===== config.mk =====
export PLATFORM = sky130hd
export DESIGN_NAME = hie_top
export DESIGN_NICKNAME = d
export VERILOG_FILES = /design/src/rtl/hie_pkg.sv /design/src/rtl/hie_sticky.sv /design/src/rtl/hie_sync.sv /design/src/rtl/hie_top.sv
export VERILOG_INCLUDE_DIRS = /design/src /design/src/rtl
export SDC_FILE = /design/constraint.sdc
export NUM_CORES = 1
export LEC_CHECK = 0
export BUFFER_PORTS_ARGS = -buffer_cell sky130_fd_sc_hd__buf_4
export CORE_UTILIZATION = 45
export DETAILED_ROUTE_END_ITERATION = 10
export PLACE_DENSITY_LB_ADDON = 0.1
export SYNTH_ARGS = -nofsm -noshare
export SYNTH_HDL_FRONTEND = slang
export SYNTH_SLANG_ARGS = --single-unit
export TNS_END_PERCENT = 10

===== constraint.sdc =====
create_clock -name pclk -period 2 [get_ports pclk]
set_input_delay 0.4 -clock pclk [delete_from_list [all_inputs] [get_ports pclk]]
set_output_delay 0.4 -clock pclk [all_outputs]
set_load 0.1 [all_outputs]

===== src/rtl/hie_map.svh =====
// offsets, field codes and constants for the host indication encoder
`ifndef HIE_MAP_SVH
`define HIE_MAP_SVH
`define HIE_REG_CTRL        12'h000
`define HIE_REG_CMD         12'h004
`define HIE_REG_STATUS      12'h008
`define HIE_REG_ADDR        12'h00c
`define HIE_REG_FRAME       12'h010
`define HIE_REG_HEALTH      12'h014
`define HIE_CMD_RESET       8'h01
`define HIE_CMD_STATE       8'h02
`define HIE_CMD_SET_BUSY    8'h03
`define HIE_CMD_QUIT_BUSY   8'h04
`define HIE_CMD_BUSMON      8'h05
`define HIE_CMD_SYS_STAT    8'h0d
`define HIE_CMD_CONFIG      8'h18
`define HIE_CMD_ACKN        8'h10
`define HIE_CMD_SET_ADDR    8'hf1
`define HIE_CON_LOW         7'h0b
`define HIE_RESET_IND       8'h03
`define HIE_STATE_LOW       3'h7
`define HIE_FERR_LOW        3'h3
`define HIE_CFG_LOW         2'h1
`define HIE_HEALTH_IND      8'h4b
`define HIE_FEND_IND        8'hcb
`define HIE_STOP_IND        8'h2b
`define HIE_MODE_NORMAL     2'h3
`define HIE_ACK_BUSY        8'hc0
`define HIE_ACK_POS         8'hcc
`endif


===== src/rtl/hie_pkg.sv =====
// types of the host indication encoder
package hie_pkg;
   typedef enum logic [3:0]
   {
      HIE_IDLE  = 4'b0001,
      HIE_FRAME = 4'b0010,
      HIE_ONE   = 4'b0100,
      HIE_TWO   = 4'b1000
   } hie_state_t;
   typedef enum logic [1:0]
   {
      HIE_SRC_NONE  = 2'h0,
      HIE_SRC_LOCAL = 2'h1
   } hie_src_t;
endpackage


===== src/rtl/hie_sticky.sv =====
// sticky flag where a set wins over a clear
`timescale 1ns/10ps
`default_nettype none
module hie_sticky
(
   // clock and reset
   input  wire logic pclk,
   input  wire logic presetn,
   // control
   input  wire logic set_i,
   input  wire logic clr_i,
   // state
   output logic      flag_q
);
   always_ff @(posedge pclk or negedge presetn)
   begin
      if (!presetn)
         flag_q <= 1'b0;
      else if (set_i)
         flag_q <= 1'b1;
      else if (clr_i)
         flag_q <= 1'b0;
   end
endmodule
`default_nettype wire


===== src/rtl/hie_sync.sv =====
// two flip-flop level synchroniser
`timescale 1ns/10ps
`default_nettype none
module hie_sync
(
   // clock and reset
   input  wire logic pclk,
   input  wire logic presetn,
   // level
   input  wire logic d_i,
   output logic      q_o
);
   logic meta_q;
   always_ff @(posedge pclk or negedge presetn)
   begin
      if (!presetn)
      begin
         meta_q <= 1'b0;
         q_o    <= 1'b0;
      end
      else
      begin
         meta_q <= d_i;
         q_o    <= meta_q;
      end
   end
endmodule
`default_nettype wire


===== src/rtl/hie_top.sv =====
// host indication encoder: bus frame forwarding and local indications
`include "hie_map.svh"
`timescale 1ns/10ps
`default_nettype none
//
// Operation
// RULE1: received bus bytes go to the host unchanged.
// RULE2: acknowledge bytes forwarded only in bus-monitor mode.
// RULE3: data control byte: std bit7, r bit5, bit4 one, priority 3:2.
// RULE4: confirmation byte: result bit 7, low bits 0001011.
// RULE5: acknowledge byte copies frame, bits 5,4,1,0 forced zero.
// RULE6: state byte: collision, rx, tx, protocol, thermal, then 111.
// RULE7: collision while sending polling state sets collision flag.
// RULE8: corrupted host bytes set the receive-error flag.
// RULE9: dominant sent but recessive seen sets transmit-error flag.
// RULE10: bad command order from host sets protocol-error flag.
// RULE11: thermal flag follows the thermal warning condition.
// RULE12: frame-error byte: three error bits, one, reserved, 011.
// RULE13: configuration byte: 0, reserved, aa ap crc frame_end_tag, 01.
// RULE14: reset request reinitialises; reset indication sent on normal state.
// RULE15: busy plus auto-ack answers own-address frames with busy acknowledge.
// RULE16: set-busy has no acknowledge effect without auto-ack.
// RULE17: host acknowledge request leaves busy mode at once.
// RULE18: quit-busy restores positive acknowledge when auto-ack active.
// RULE19: quit-busy changes nothing without auto-ack or busy.
// RULE20: only set-address enables auto-ack and stores the address.
// RULE21: health second byte low bits give operating mode.
// RULE22: no local byte is inserted inside a forwarded frame.
module hie_top
(
   // apb slave
   input  wire logic        pclk,
   input  wire logic        presetn,
   input  wire logic        psel,
   input  wire logic        penable,
   input  wire logic        pwrite,
   input  wire logic [11:0] paddr,
   input  wire logic [31:0] pwdata,
   output logic      [31:0] prdata,
   output logic             pready,
   output logic             pslverr,
   // bus receive side
   input  wire logic        rx_valid,
   input  wire logic [7:0]  rx_byte,
   input  wire logic        rx_is_ack,
   input  wire logic        rx_frame_last,
   input  wire logic        rx_dest_match,
   input  wire logic        rx_header,
   input  wire logic        rx_extended,
   input  wire logic        rx_repeated,
   input  wire logic [1:0]  rx_priority,
   // bus events
   input  wire logic        poll_collision,
   input  wire logic        host_byte_corrupt,
   input  wire logic        bus_bit_mismatch,
   input  wire logic        cmd_order_bad,
   input  wire logic        thermal_pin,
   input  wire logic        tx_done,
   input  wire logic        tx_positive,
   input  wire logic [1:0]  op_mode,
   input  wire logic [5:0]  health_bits,
   // host byte stream
   output logic             host_valid,
   output logic      [7:0]  host_byte,
   input  wire logic        host_ready,
   // bus acknowledge request
   output logic             ack_valid,
   output logic      [7:0]  ack_byte
);
   import hie_pkg::*;

   hie_state_t  state_q;
   logic        wr;
   logic        rd;
   logic [7:0]  cmd;
   logic        cmd_wr;
   logic        thermal_s;
   logic        busmon_q;
   logic        busy_q;
   logic        auto_ack_active_flag;
   logic        auto_poll_active_flag;
   logic        crc_q;
   logic        frame_end_tag;
   logic [15:0] phys_addr_q;
   logic        rst_pend_q;
   logic        con_pend_q;
   logic        con_pos_q;
   logic        state_pend_q;
   logic        cfg_pend_q;
   logic        sys_pend_q;
   logic [1:0]  mode_q;
   logic        polling_collision_flag;
   logic        host_rx_error_flag;
   logic        bus_tx_error_flag;
   logic        cmd_sequence_error_flag;
   logic        thermal_warn_flag;
   logic        state_clr;
   logic [7:0]  second_q;
   logic        fwd;
   logic [7:0]  fwd_byte;
   logic        in_frame_q;
   logic [7:0]  frame_error_indication;
   logic [7:0]  system_health_indication;
   logic [2:0]  ferr_q;

   assign wr      = psel && penable && pwrite;
   assign rd      = psel && penable && !pwrite;
   assign pready  = 1'b1;
   assign cmd_wr  = wr && (paddr == `HIE_REG_CMD);
   assign cmd     = pwdata[7:0];

   hie_sync u_thermal
   (
      .pclk    (pclk),
      .presetn (presetn),
      .d_i     (thermal_pin),
      .q_o     (thermal_s)
   );

   // collision and error flags of the state byte latch until the state indication goes out; thermal is not latched
   // only the state byte ends in 111 among local bytes sent from HIE_ONE, so its hand-over is the clear
   assign state_clr = (state_q == HIE_ONE) && host_ready && (host_byte[2:0] == `HIE_STATE_LOW);
   hie_sticky u_sc
   (
      .pclk(pclk), .presetn(presetn), .set_i(poll_collision), // see RULE7
      .clr_i(state_clr), .flag_q(polling_collision_flag)
   );
   hie_sticky u_re
   (
      .pclk(pclk), .presetn(presetn), .set_i(host_byte_corrupt), // see RULE8
      .clr_i(state_clr), .flag_q(host_rx_error_flag)
   );
   hie_sticky u_te
   (
      .pclk(pclk), .presetn(presetn), .set_i(bus_bit_mismatch), // see RULE9
      .clr_i(state_clr), .flag_q(bus_tx_error_flag)
   );
   hie_sticky u_pe
   (
      .pclk(pclk), .presetn(presetn), .set_i(cmd_order_bad), // see RULE10
      .clr_i(state_clr), .flag_q(cmd_sequence_error_flag)
   );
   assign thermal_warn_flag = thermal_s; // see RULE11

   // mode and busy handling; reset request returns bus-monitor, busy, auto-ack, auto-poll, crc, frame_end_tag and address to initial state
   always_ff @(posedge pclk or negedge presetn)
   begin
      if (!presetn)
      begin
         busmon_q              <= 1'b0;
         busy_q                <= 1'b0;
         auto_ack_active_flag  <= 1'b0;
         auto_poll_active_flag <= 1'b0;
         crc_q                 <= 1'b0;
         frame_end_tag         <= 1'b0;
         phys_addr_q           <= 16'h0000;
      end
      else if (cmd_wr && cmd == `HIE_CMD_RESET)
      begin
         busmon_q              <= 1'b0; // see RULE14
         busy_q                <= 1'b0;
         auto_ack_active_flag  <= 1'b0;
         auto_poll_active_flag <= 1'b0;
         crc_q                 <= 1'b0;
         frame_end_tag         <= 1'b0;
         phys_addr_q           <= 16'h0000;
      end
      else if (cmd_wr)
      begin
         if (cmd == `HIE_CMD_BUSMON)
            busmon_q <= 1'b1;
         if (cmd == `HIE_CMD_SET_BUSY)
            busy_q <= 1'b1;
         if (cmd == `HIE_CMD_QUIT_BUSY)
            busy_q <= 1'b0; // see RULE18, RULE19
         if (cmd[7:3] == 5'h02)
            busy_q <= 1'b0; // see RULE17
         if (cmd[7:3] == 5'h03)
         begin
            auto_poll_active_flag <= cmd[2];
            crc_q                 <= cmd[1];
            frame_end_tag         <= cmd[0];
         end
         if (cmd == `HIE_CMD_SET_ADDR)
         begin
            auto_ack_active_flag <= 1'b1; // see RULE20
            phys_addr_q          <= pwdata[23:8];
         end
      end
   end

   // bus acknowledge: busy only counts with auto-ack
   always_ff @(posedge pclk or negedge presetn)
   begin
      if (!presetn)
      begin
         ack_valid <= 1'b0;
         ack_byte  <= 8'h00;
      end
      else
      begin
         ack_valid <= rx_valid && !rx_is_ack && rx_frame_last && rx_dest_match && auto_ack_active_flag;
         ack_byte  <= busy_q ? `HIE_ACK_BUSY : `HIE_ACK_POS; // see RULE15, RULE16
      end
   end

   // forwarding path; header byte rebuilt from frame fields
   always_comb
   begin
      fwd      = rx_valid && (!rx_is_ack || busmon_q); // see RULE2
      fwd_byte = rx_byte; // see RULE1
      if (rx_header)
         fwd_byte = {!rx_extended, 1'b0, !rx_repeated, 1'b1, rx_priority, 2'h0}; // see RULE3
      if (rx_is_ack)
         fwd_byte = {rx_byte[7:6], 2'h0, rx_byte[3:2], 2'h0}; // see RULE5
   end

   always_ff @(posedge pclk or negedge presetn)
   begin
      if (!presetn)
         in_frame_q <= 1'b0;
      else if (fwd && !rx_is_ack)
         in_frame_q <= !rx_frame_last;
   end

   // pending local indications
   always_ff @(posedge pclk or negedge presetn)
   begin
      if (!presetn)
      begin
         rst_pend_q   <= 1'b0;
         con_pend_q   <= 1'b0;
         con_pos_q    <= 1'b0;
         state_pend_q <= 1'b0;
         cfg_pend_q   <= 1'b0;
         sys_pend_q   <= 1'b0;
         mode_q       <= 2'h0;
         ferr_q       <= 3'h0;
      end
      else
      begin
         mode_q <= op_mode;
         if (op_mode == `HIE_MODE_NORMAL && mode_q != `HIE_MODE_NORMAL)
            rst_pend_q <= 1'b1; // see RULE14
         else if (state_q == HIE_ONE && host_ready && host_byte == `HIE_RESET_IND)
            rst_pend_q <= 1'b0;
         if (tx_done)
         begin
            con_pend_q <= 1'b1;
            con_pos_q  <= tx_positive;
         end
         else if (state_q == HIE_ONE && host_ready && host_byte[6:0] == `HIE_CON_LOW)
            con_pend_q <= 1'b0;
         if (cmd_wr && cmd == `HIE_CMD_STATE)
            state_pend_q <= 1'b1;
         else if (state_q == HIE_ONE && host_ready && host_byte[2:0] == `HIE_STATE_LOW)
            state_pend_q <= 1'b0;
         if (cmd_wr && (cmd == `HIE_CMD_SET_ADDR || cmd[7:3] == 5'h03))
            cfg_pend_q <= 1'b1;
         else if (state_q == HIE_ONE && host_ready && host_byte[1:0] == `HIE_CFG_LOW)
            cfg_pend_q <= 1'b0;
         if (cmd_wr && cmd == `HIE_CMD_SYS_STAT)
            sys_pend_q <= 1'b1;
         else if (state_q == HIE_TWO && host_ready)
            sys_pend_q <= 1'b0;
         if (wr && paddr == `HIE_REG_FRAME)
            ferr_q <= pwdata[2:0];
      end
   end

   assign frame_error_indication   = {ferr_q, 1'b1, 1'b0, `HIE_FERR_LOW}; // see RULE12
   assign system_health_indication = `HIE_HEALTH_IND;

   // output sequencer: frame bytes have priority and are never split
   always_ff @(posedge pclk or negedge presetn)
   begin
      if (!presetn)
      begin
         state_q    <= HIE_IDLE;
         host_valid <= 1'b0;
         host_byte  <= 8'h00;
         second_q   <= 8'h00;
      end
      else
      begin
         case (state_q)
            HIE_IDLE, HIE_FRAME:
            begin
               if (fwd)
               begin
                  host_valid <= 1'b1;
                  host_byte  <= fwd_byte;
                  state_q    <= HIE_FRAME;
               end
               else if (host_valid && !host_ready)
                  state_q <= state_q;
               else if (!in_frame_q && (rst_pend_q || con_pend_q || state_pend_q || cfg_pend_q
                        || sys_pend_q)) // see RULE22
               begin
                  host_valid <= 1'b1;
                  state_q    <= HIE_ONE;
                  if (rst_pend_q)
                     host_byte <= `HIE_RESET_IND;
                  else if (con_pend_q)
                     host_byte <= {con_pos_q, `HIE_CON_LOW}; // see RULE4
                  else if (state_pend_q)
                     host_byte <= {polling_collision_flag, host_rx_error_flag, bus_tx_error_flag,
                                   cmd_sequence_error_flag, thermal_warn_flag, `HIE_STATE_LOW}; // see RULE6
                  else if (cfg_pend_q)
                     host_byte <= {1'b0, 1'b0, auto_ack_active_flag, auto_poll_active_flag, crc_q,
                                   frame_end_tag, `HIE_CFG_LOW}; // see RULE13
                  else
                  begin
                     host_byte <= system_health_indication;
                     second_q  <= {health_bits, mode_q}; // see RULE21
                  end
               end
               else
               begin
                  host_valid <= 1'b0;
                  state_q    <= HIE_IDLE;
               end
            end
            HIE_ONE:
            begin
               if (host_ready && host_byte == `HIE_HEALTH_IND && sys_pend_q)
               begin
                  host_byte <= second_q;
                  state_q   <= HIE_TWO;
               end
               else if (host_ready)
               begin
                  host_valid <= 1'b0;
                  state_q    <= HIE_IDLE;
               end
            end
            HIE_TWO:
            begin
               if (host_ready)
               begin
                  host_valid <= 1'b0;
                  state_q    <= HIE_IDLE;
               end
            end
            default:
               state_q <= HIE_IDLE;
         endcase
      end
   end

   // register read mux
   always_ff @(posedge pclk or negedge presetn)
   begin
      if (!presetn)
      begin
         prdata  <= 32'h0000_0000;
         pslverr <= 1'b0;
      end
      else if (psel && !penable)
      begin
         pslverr <= 1'b0;
         prdata  <= 32'h0000_0000;
         if (paddr == `HIE_REG_STATUS)
            prdata <= {24'h0, busmon_q, busy_q, auto_ack_active_flag, polling_collision_flag,
                       host_rx_error_flag, bus_tx_error_flag, cmd_sequence_error_flag, thermal_warn_flag};
         else if (paddr == `HIE_REG_ADDR)
            prdata <= {16'h0, phys_addr_q};
         else if (paddr == `HIE_REG_FRAME)
            prdata <= {24'h0, frame_error_indication};
         else if (paddr == `HIE_REG_CTRL || paddr == `HIE_REG_CMD || paddr == `HIE_REG_HEALTH)
            prdata <= 32'h0000_0000;
         else
            pslverr <= 1'b1;
      end
   end
endmodule
`default_nettype wire


# After elaboration in Yosys (flattened, before gate mapping)
# Cells that the tools add are included.
# word_totals
regBits	102
word_cells	199
input_bits	82
# op_classes
n_reduce_logical	66
eq_ne	29
bitwise_logic	6
mux	68
# op_table
operator	n
$mux 16	5
$mux 8	10
$mux 1	43
$reduce_bool 2->1	14
$logic_and 1x1->1	26
$eq 12x4->1 const B	2
$eq 12x5->1 const B	2
$eq 8x2->1 const B	3
$mux 4	5
$eq 8x3->1 const B	2
$pmux 8 s2	1
$eq 12x3->1 const B	1
$logic_not 12->1	1
$pmux 4 s3	1
$eq 5x2->1 const B	2
$eq 8x1->1 const B	1
$eq 8x4->1 const B	1
$eq 8x7->1 const B	1
$eq 8x8->1 const B	1
$logic_or 1x1->1	8
$reduce_and 2->1	4
$reduce_and 8->1	1
$eq 7x4->1 const B	1
$logic_not 1->1	7
other kinds (19)	26

# Depth between registers and ports, before layout
# logic_depth
ltp_word	9
depth_mapped	8

# Cells and area by module
# A second synthesis with hierarchy kept.
# hier_totals
cells_unflattened	386
area_unflattened_um2	3920.0
# modules_own_cells
mod	area_each_um2	seq_area_each_um2	cells_per_inst	instances
hie_top	3724.8	1878.1	372	1
hie_sticky	36.3	25.0	3	4
hie_sync	50.0	50.0	2	1

# Worst setup path after synthesis
# No wires, ideal clock.
# synth_path
path_type	register to register
start	register host_byte[1]
end	register host_byte[7]
n_path_buf	1
synth_period_minus_slack_ns	2.369
setup_slack_ns	-0.369
arrival_ns	2.238
stages_incl_launch_ff	8
path_cell_list	dfrtp_1 > or4b_4 > nor3_2 > and2_4 > o22ai_4 > buf_6 > nand2_1 > o31ai_1
# synth_via
elab_chain_cells	5
# synth_rtl
element	line_no	source
start, declared	hie_top.sv:64	output logic [7:0] host_byte,
start signal, assigned	hie_top.sv:292	host_byte <= fwd_byte;
start signal, assigned	hie_top.sv:303	host_byte <= `HIE_RESET_IND;
start signal, assigned	hie_top.sv:305	host_byte <= {con_pos_q, `HIE_CON_LOW};
$eq 8x7->1 (no source line)	-	
$logic_and 1x1->1 (no source line)	-	
$logic_and 1x1->1	hie_top.sv:326	if (host_ready && host_byte == `HIE_HEALTH_IND && sys_pend_q)
$ne 2x1->1 (no source line)	-	
$reduce_and 4->1 (no source line)	-	
# No other way between the ends.
# A chain may end at the register's enable or synchronous reset.

# Worst setup path after layout
# layout_path
start	register host_byte[4]
end	register host_byte[7]
# The elaborated chain is that of the path after synthesis.

==> reports/qor.log <==
INFO  status         run_status=complete, no violations
INFO  global_routing gr-usage-met2=37.1%
INFO  yosys          synth_seq_area_share=50.6%
INFO  routing        via_count=3320
INFO  power          vdd.ir_drop.worst=720uV
INFO  clocking       h-tree-depth=3
INFO  global_routing first_global_vias=3187
INFO  routing        drt-initial-drc-count=134
INFO  die            placement_rows=34
INFO  routing        post_drt_wl_per_cell=16.0microns
INFO  critical_path  worst-path-max-fanout=16
INFO  critical_path  worst_path_largest_cell_delay=0.57ns
INFO  yosys          synth-main-ff-cell=sky130_fd_sc_hd__dfrtp_1
INFO  routing        drc=0
INFO  critical_path  timing.critical_path.from_type=flop
INFO  clocking       clk-insertion-delay-late=0.36ns
INFO  yosys          synth_enable_flop_cells=0
INFO  final_layout   areaGrowthSynthToFinish=28.5%
INFO  final_layout   final_cell_mix=115 x sky130_fd_sc_hd__buf_4, 73 x sky130_fd_sc_hd__dfrtp_1, 38 x sky130_fd_sc_hd__nand2_1
INFO  yosys          synth.avg_cell_area=10.3squm
INFO  critical_path  timing.critical_path.cells=or4b_4, nor3_4, and2_4, o22ai_4, o31ai_2
INFO  final_layout   layout.cells.most_common=sky130_fd_sc_hd__buf_4
INFO  power          leakage_power_summed_over_all_cells=0.00246uW
INFO  placement      placed_cells=595
INFO  clocking       cts_sinks=81
INFO  clocking       cts_tree=yes
INFO  final_layout   diodes=0
INFO  yosys          post_synth_inst_count=388
INFO  critical_path  crit_slowest_cell=sky130_fd_sc_hd__or4b_4
INFO  global_routing grt_first_pass_wirelength=15.8mm
INFO  critical_path  setup.worst_path.end_class=flop
INFO  clocking       cts_inserted_buffers=9
INFO  routing        total_wire_length_after_detailed_routing=9.78mm
INFO  timing         max_freq=0.515GHz
INFO  min_path       min-delay-path-class=primary input to flop
INFO  clocking       clkTransAtPathRegs=0.08ns
INFO  placement      gp_routability_congestion=0.908
INFO  yosys          syn-cell-area=0.00401sqmm
INFO  global_routing initial_antenna_violation_count=0
INFO  yosys          synth.yosys.warnings=0
INFO  placement      numPortBuffers=104
INFO  power          total_power_consumption_of_the_routed_design=5180uW
INFO  die            boundaryPins=134
INFO  die            floorplan.die.height=96.4microns
INFO  yosys          ys_async_sr_fraction=100%
INFO  routing        vias_per_cell=5.42
INFO  critical_path  worstSetupPathType=flop to flop
INFO  timing         clock_skew=0.0157ns
INFO  timing         finalSetupViolCount=0
INFO  die            die_area=0.00929sqmm
INFO  routing        antenna_left=0
INFO  die            chipWidth=96.4microns
INFO  placement      place.detailed.hpwl=7.41mm
INFO  global_routing globalRouteMet1Util=29.7%
INFO  global_routing grt.overflow.total=0
INFO  power          p_per_area=1010mW/mm^2
INFO  timing         period_share=97.2%
INFO  timing         setup_repair_after_global_routing_missed_its_margin=true
INFO  critical_path  cp.required=2.25ns
INFO  timing         finalWorstPathRequiredPeriod=1.94ns
INFO  final_layout   final_net_count=581
INFO  global_routing met3_global_route_usage=5.79%
INFO  critical_path  arrival=2.20ns
INFO  die            initial_utilization=46.2%
INFO  final_layout   final_cells=612
INFO  global_routing gr-usage-all-layers=22.7%
INFO  timing         timing_max_transition_violations_final=0
INFO  global_routing grt_max_degree=40
INFO  clocking       cts-root-buf=sky130_fd_sc_hd__clkbuf_8
INFO  final_layout   layout.cell_area.non_filler=0.00515sqmm
INFO  die            core_region_area=0.00868sqmm
INFO  timing         hold_viol=0
INFO  final_layout   layout-drive-gt1-share=34.1%
INFO  clocking       clk_path_buf_depth=2
INFO  global_routing busiest_layer=met2
INFO  placement      dpl-instance-area=0.00490sqmm
INFO  flow_run       maxCapViolations=0
INFO  yosys          post_synth_num_cell_types=60
INFO  yosys          ys_ff_latch=81
INFO  routing        drt_pre_antenna_iters=4
-- registers in the layout, indices dropped and copies added, names as in the netlist, 2 cells and up --
| signal | count |
|---|---|
| phys_addr_q | 16 |
| prdata | 16 |
| host_byte | 8 |
| second_q | 8 |
| state_q | 4 |
| ferr_q | 3 |
| ack_byte | 2 |
| mode_q | 2 |
-- area by class of cell --
cell class,count,area [sq um]
timing repair buffer,119,933
clock buffer,11,141
inverter,5,18.8
tap,108,135
multi-input combinational,283,1790
sequential,81,2040
clock inverter,5,86.3
fill,748,3530
-- critical path, delay by kind of cell, from the launching register on --
| kind | cells | cell delay (ns) |
|---|---|---|
| simple gates | 3 | 0.93 |
| flops | 1 | 0.49 |
| compound gates | 2 | 0.43 |
-- through the flow --
stage / worst slack (ns) / setup TNS, ns / util [%] / hold slack, ns
after floorplan: 0.00981 / 0 / - / 0.104
after global placement: 0.0169 / 0 / 56.5 / 0.334
after detailed placement: -0.0201 / -0.0369 / 56.5 / 0.335
after CTS: 0.0105 / 0 / 59.2 / 0.131
after global routing: -0.0196 / -0.0476 / 59.4 / 0.131
final: 0.0568 / 0 / 59.4 / 0.143
-- routing by layer --
layer / wire length (microns) / up-vias
li1: - / 1586
met1: 4230 / 1596
met2: 4700 / 126
met3: 699 / 12
met4: 150 / 0
met5: 0 / -
-- kinds of logic after synthesis --
kind of cell / after synthesis / synth area share (%)
buffers and inverters: 44 / 6.90
AOI/OAI and AO/OA: 104 / 18.7
other: 2 / 0.187
muxes: 18 / 4.93
and+or+nand+nor: 138 / 18.5
DFF: 81 / 50.6
xor gates and xnor gates: 1 / 0.218
-- power by group --
part           switching, uW  total, uW  internal (uW)
Clock                    607       1350            746
Sequential               141       1950           1810
Combinational           1360       1870            510
Total                   2110       5180           3070
-- cells in the mapped netlist, types with 6 or more instances --
| master | count | area share (%) |
|---|---|---|
| sky130_fd_sc_hd__dfrtp_1 | 80 | 50 |
| sky130_fd_sc_hd__buf_4 | 24 | 4.5 |
| sky130_fd_sc_hd__nand2_1 | 38 | 3.6 |
| sky130_fd_sc_hd__nand2b_1 | 14 | 2.2 |
| sky130_fd_sc_hd__o21ai_1 | 6 | 0.75 |
| sky130_fd_sc_hd__a21o_1 | 6 | 1.1 |
| sky130_fd_sc_hd__nand3_1 | 8 | 1.0 |
| sky130_fd_sc_hd__a22o_1 | 24 | 5.2 |
| sky130_fd_sc_hd__mux2_2 | 14 | 3.9 |
| sky130_fd_sc_hd__nor3_1 | 14 | 1.7 |
| sky130_fd_sc_hd__o21ai_0 | 18 | 2.2 |
| sky130_fd_sc_hd__nor2b_1 | 6 | 0.94 |
| sky130_fd_sc_hd__clkbuf_1 | 8 | 0.75 |
| sky130_fd_sc_hd__nor2_1 | 31 | 2.9 |
| sky130_fd_sc_hd__a21oi_1 | 17 | 2.1 |
-- timing repair --
item,4_1_cts,5_1_grt
hold buffers,1,0
gates resized for setup,0,2
buffers inserted,0,0
hold endpoints to repair,25,0
endpoints found under the setup margin,0,7
-- worst paths after layout --
check / from / to / slack, ns / depth (start not counted)
max: host_byte[4]$_DFFE_PN0P_ / host_byte[7]$_DFFE_PN0P_ / 0.06 / 5
min: thermal_pin / u_thermal.meta_q$_DFF_PN0_ / 0.14 / 1
max reg2reg: host_byte[4]$_DFFE_PN0P_ / host_byte[7]$_DFFE_PN0P_ / 0.06 / 5
min reg2reg: u_thermal.meta_q$_DFF_PN0_ / u_thermal.q_o$_DFF_PN0_ / 0.35 / 0
max in group asynchronous: presetn / host_byte[3]$_DFFE_PN0P_ / 0.90 / 3
min in group asynchronous: presetn / ack_byte[6]$_DFF_PN0_ / 0.50 / 2
Power figures use the tool's default switching activity.
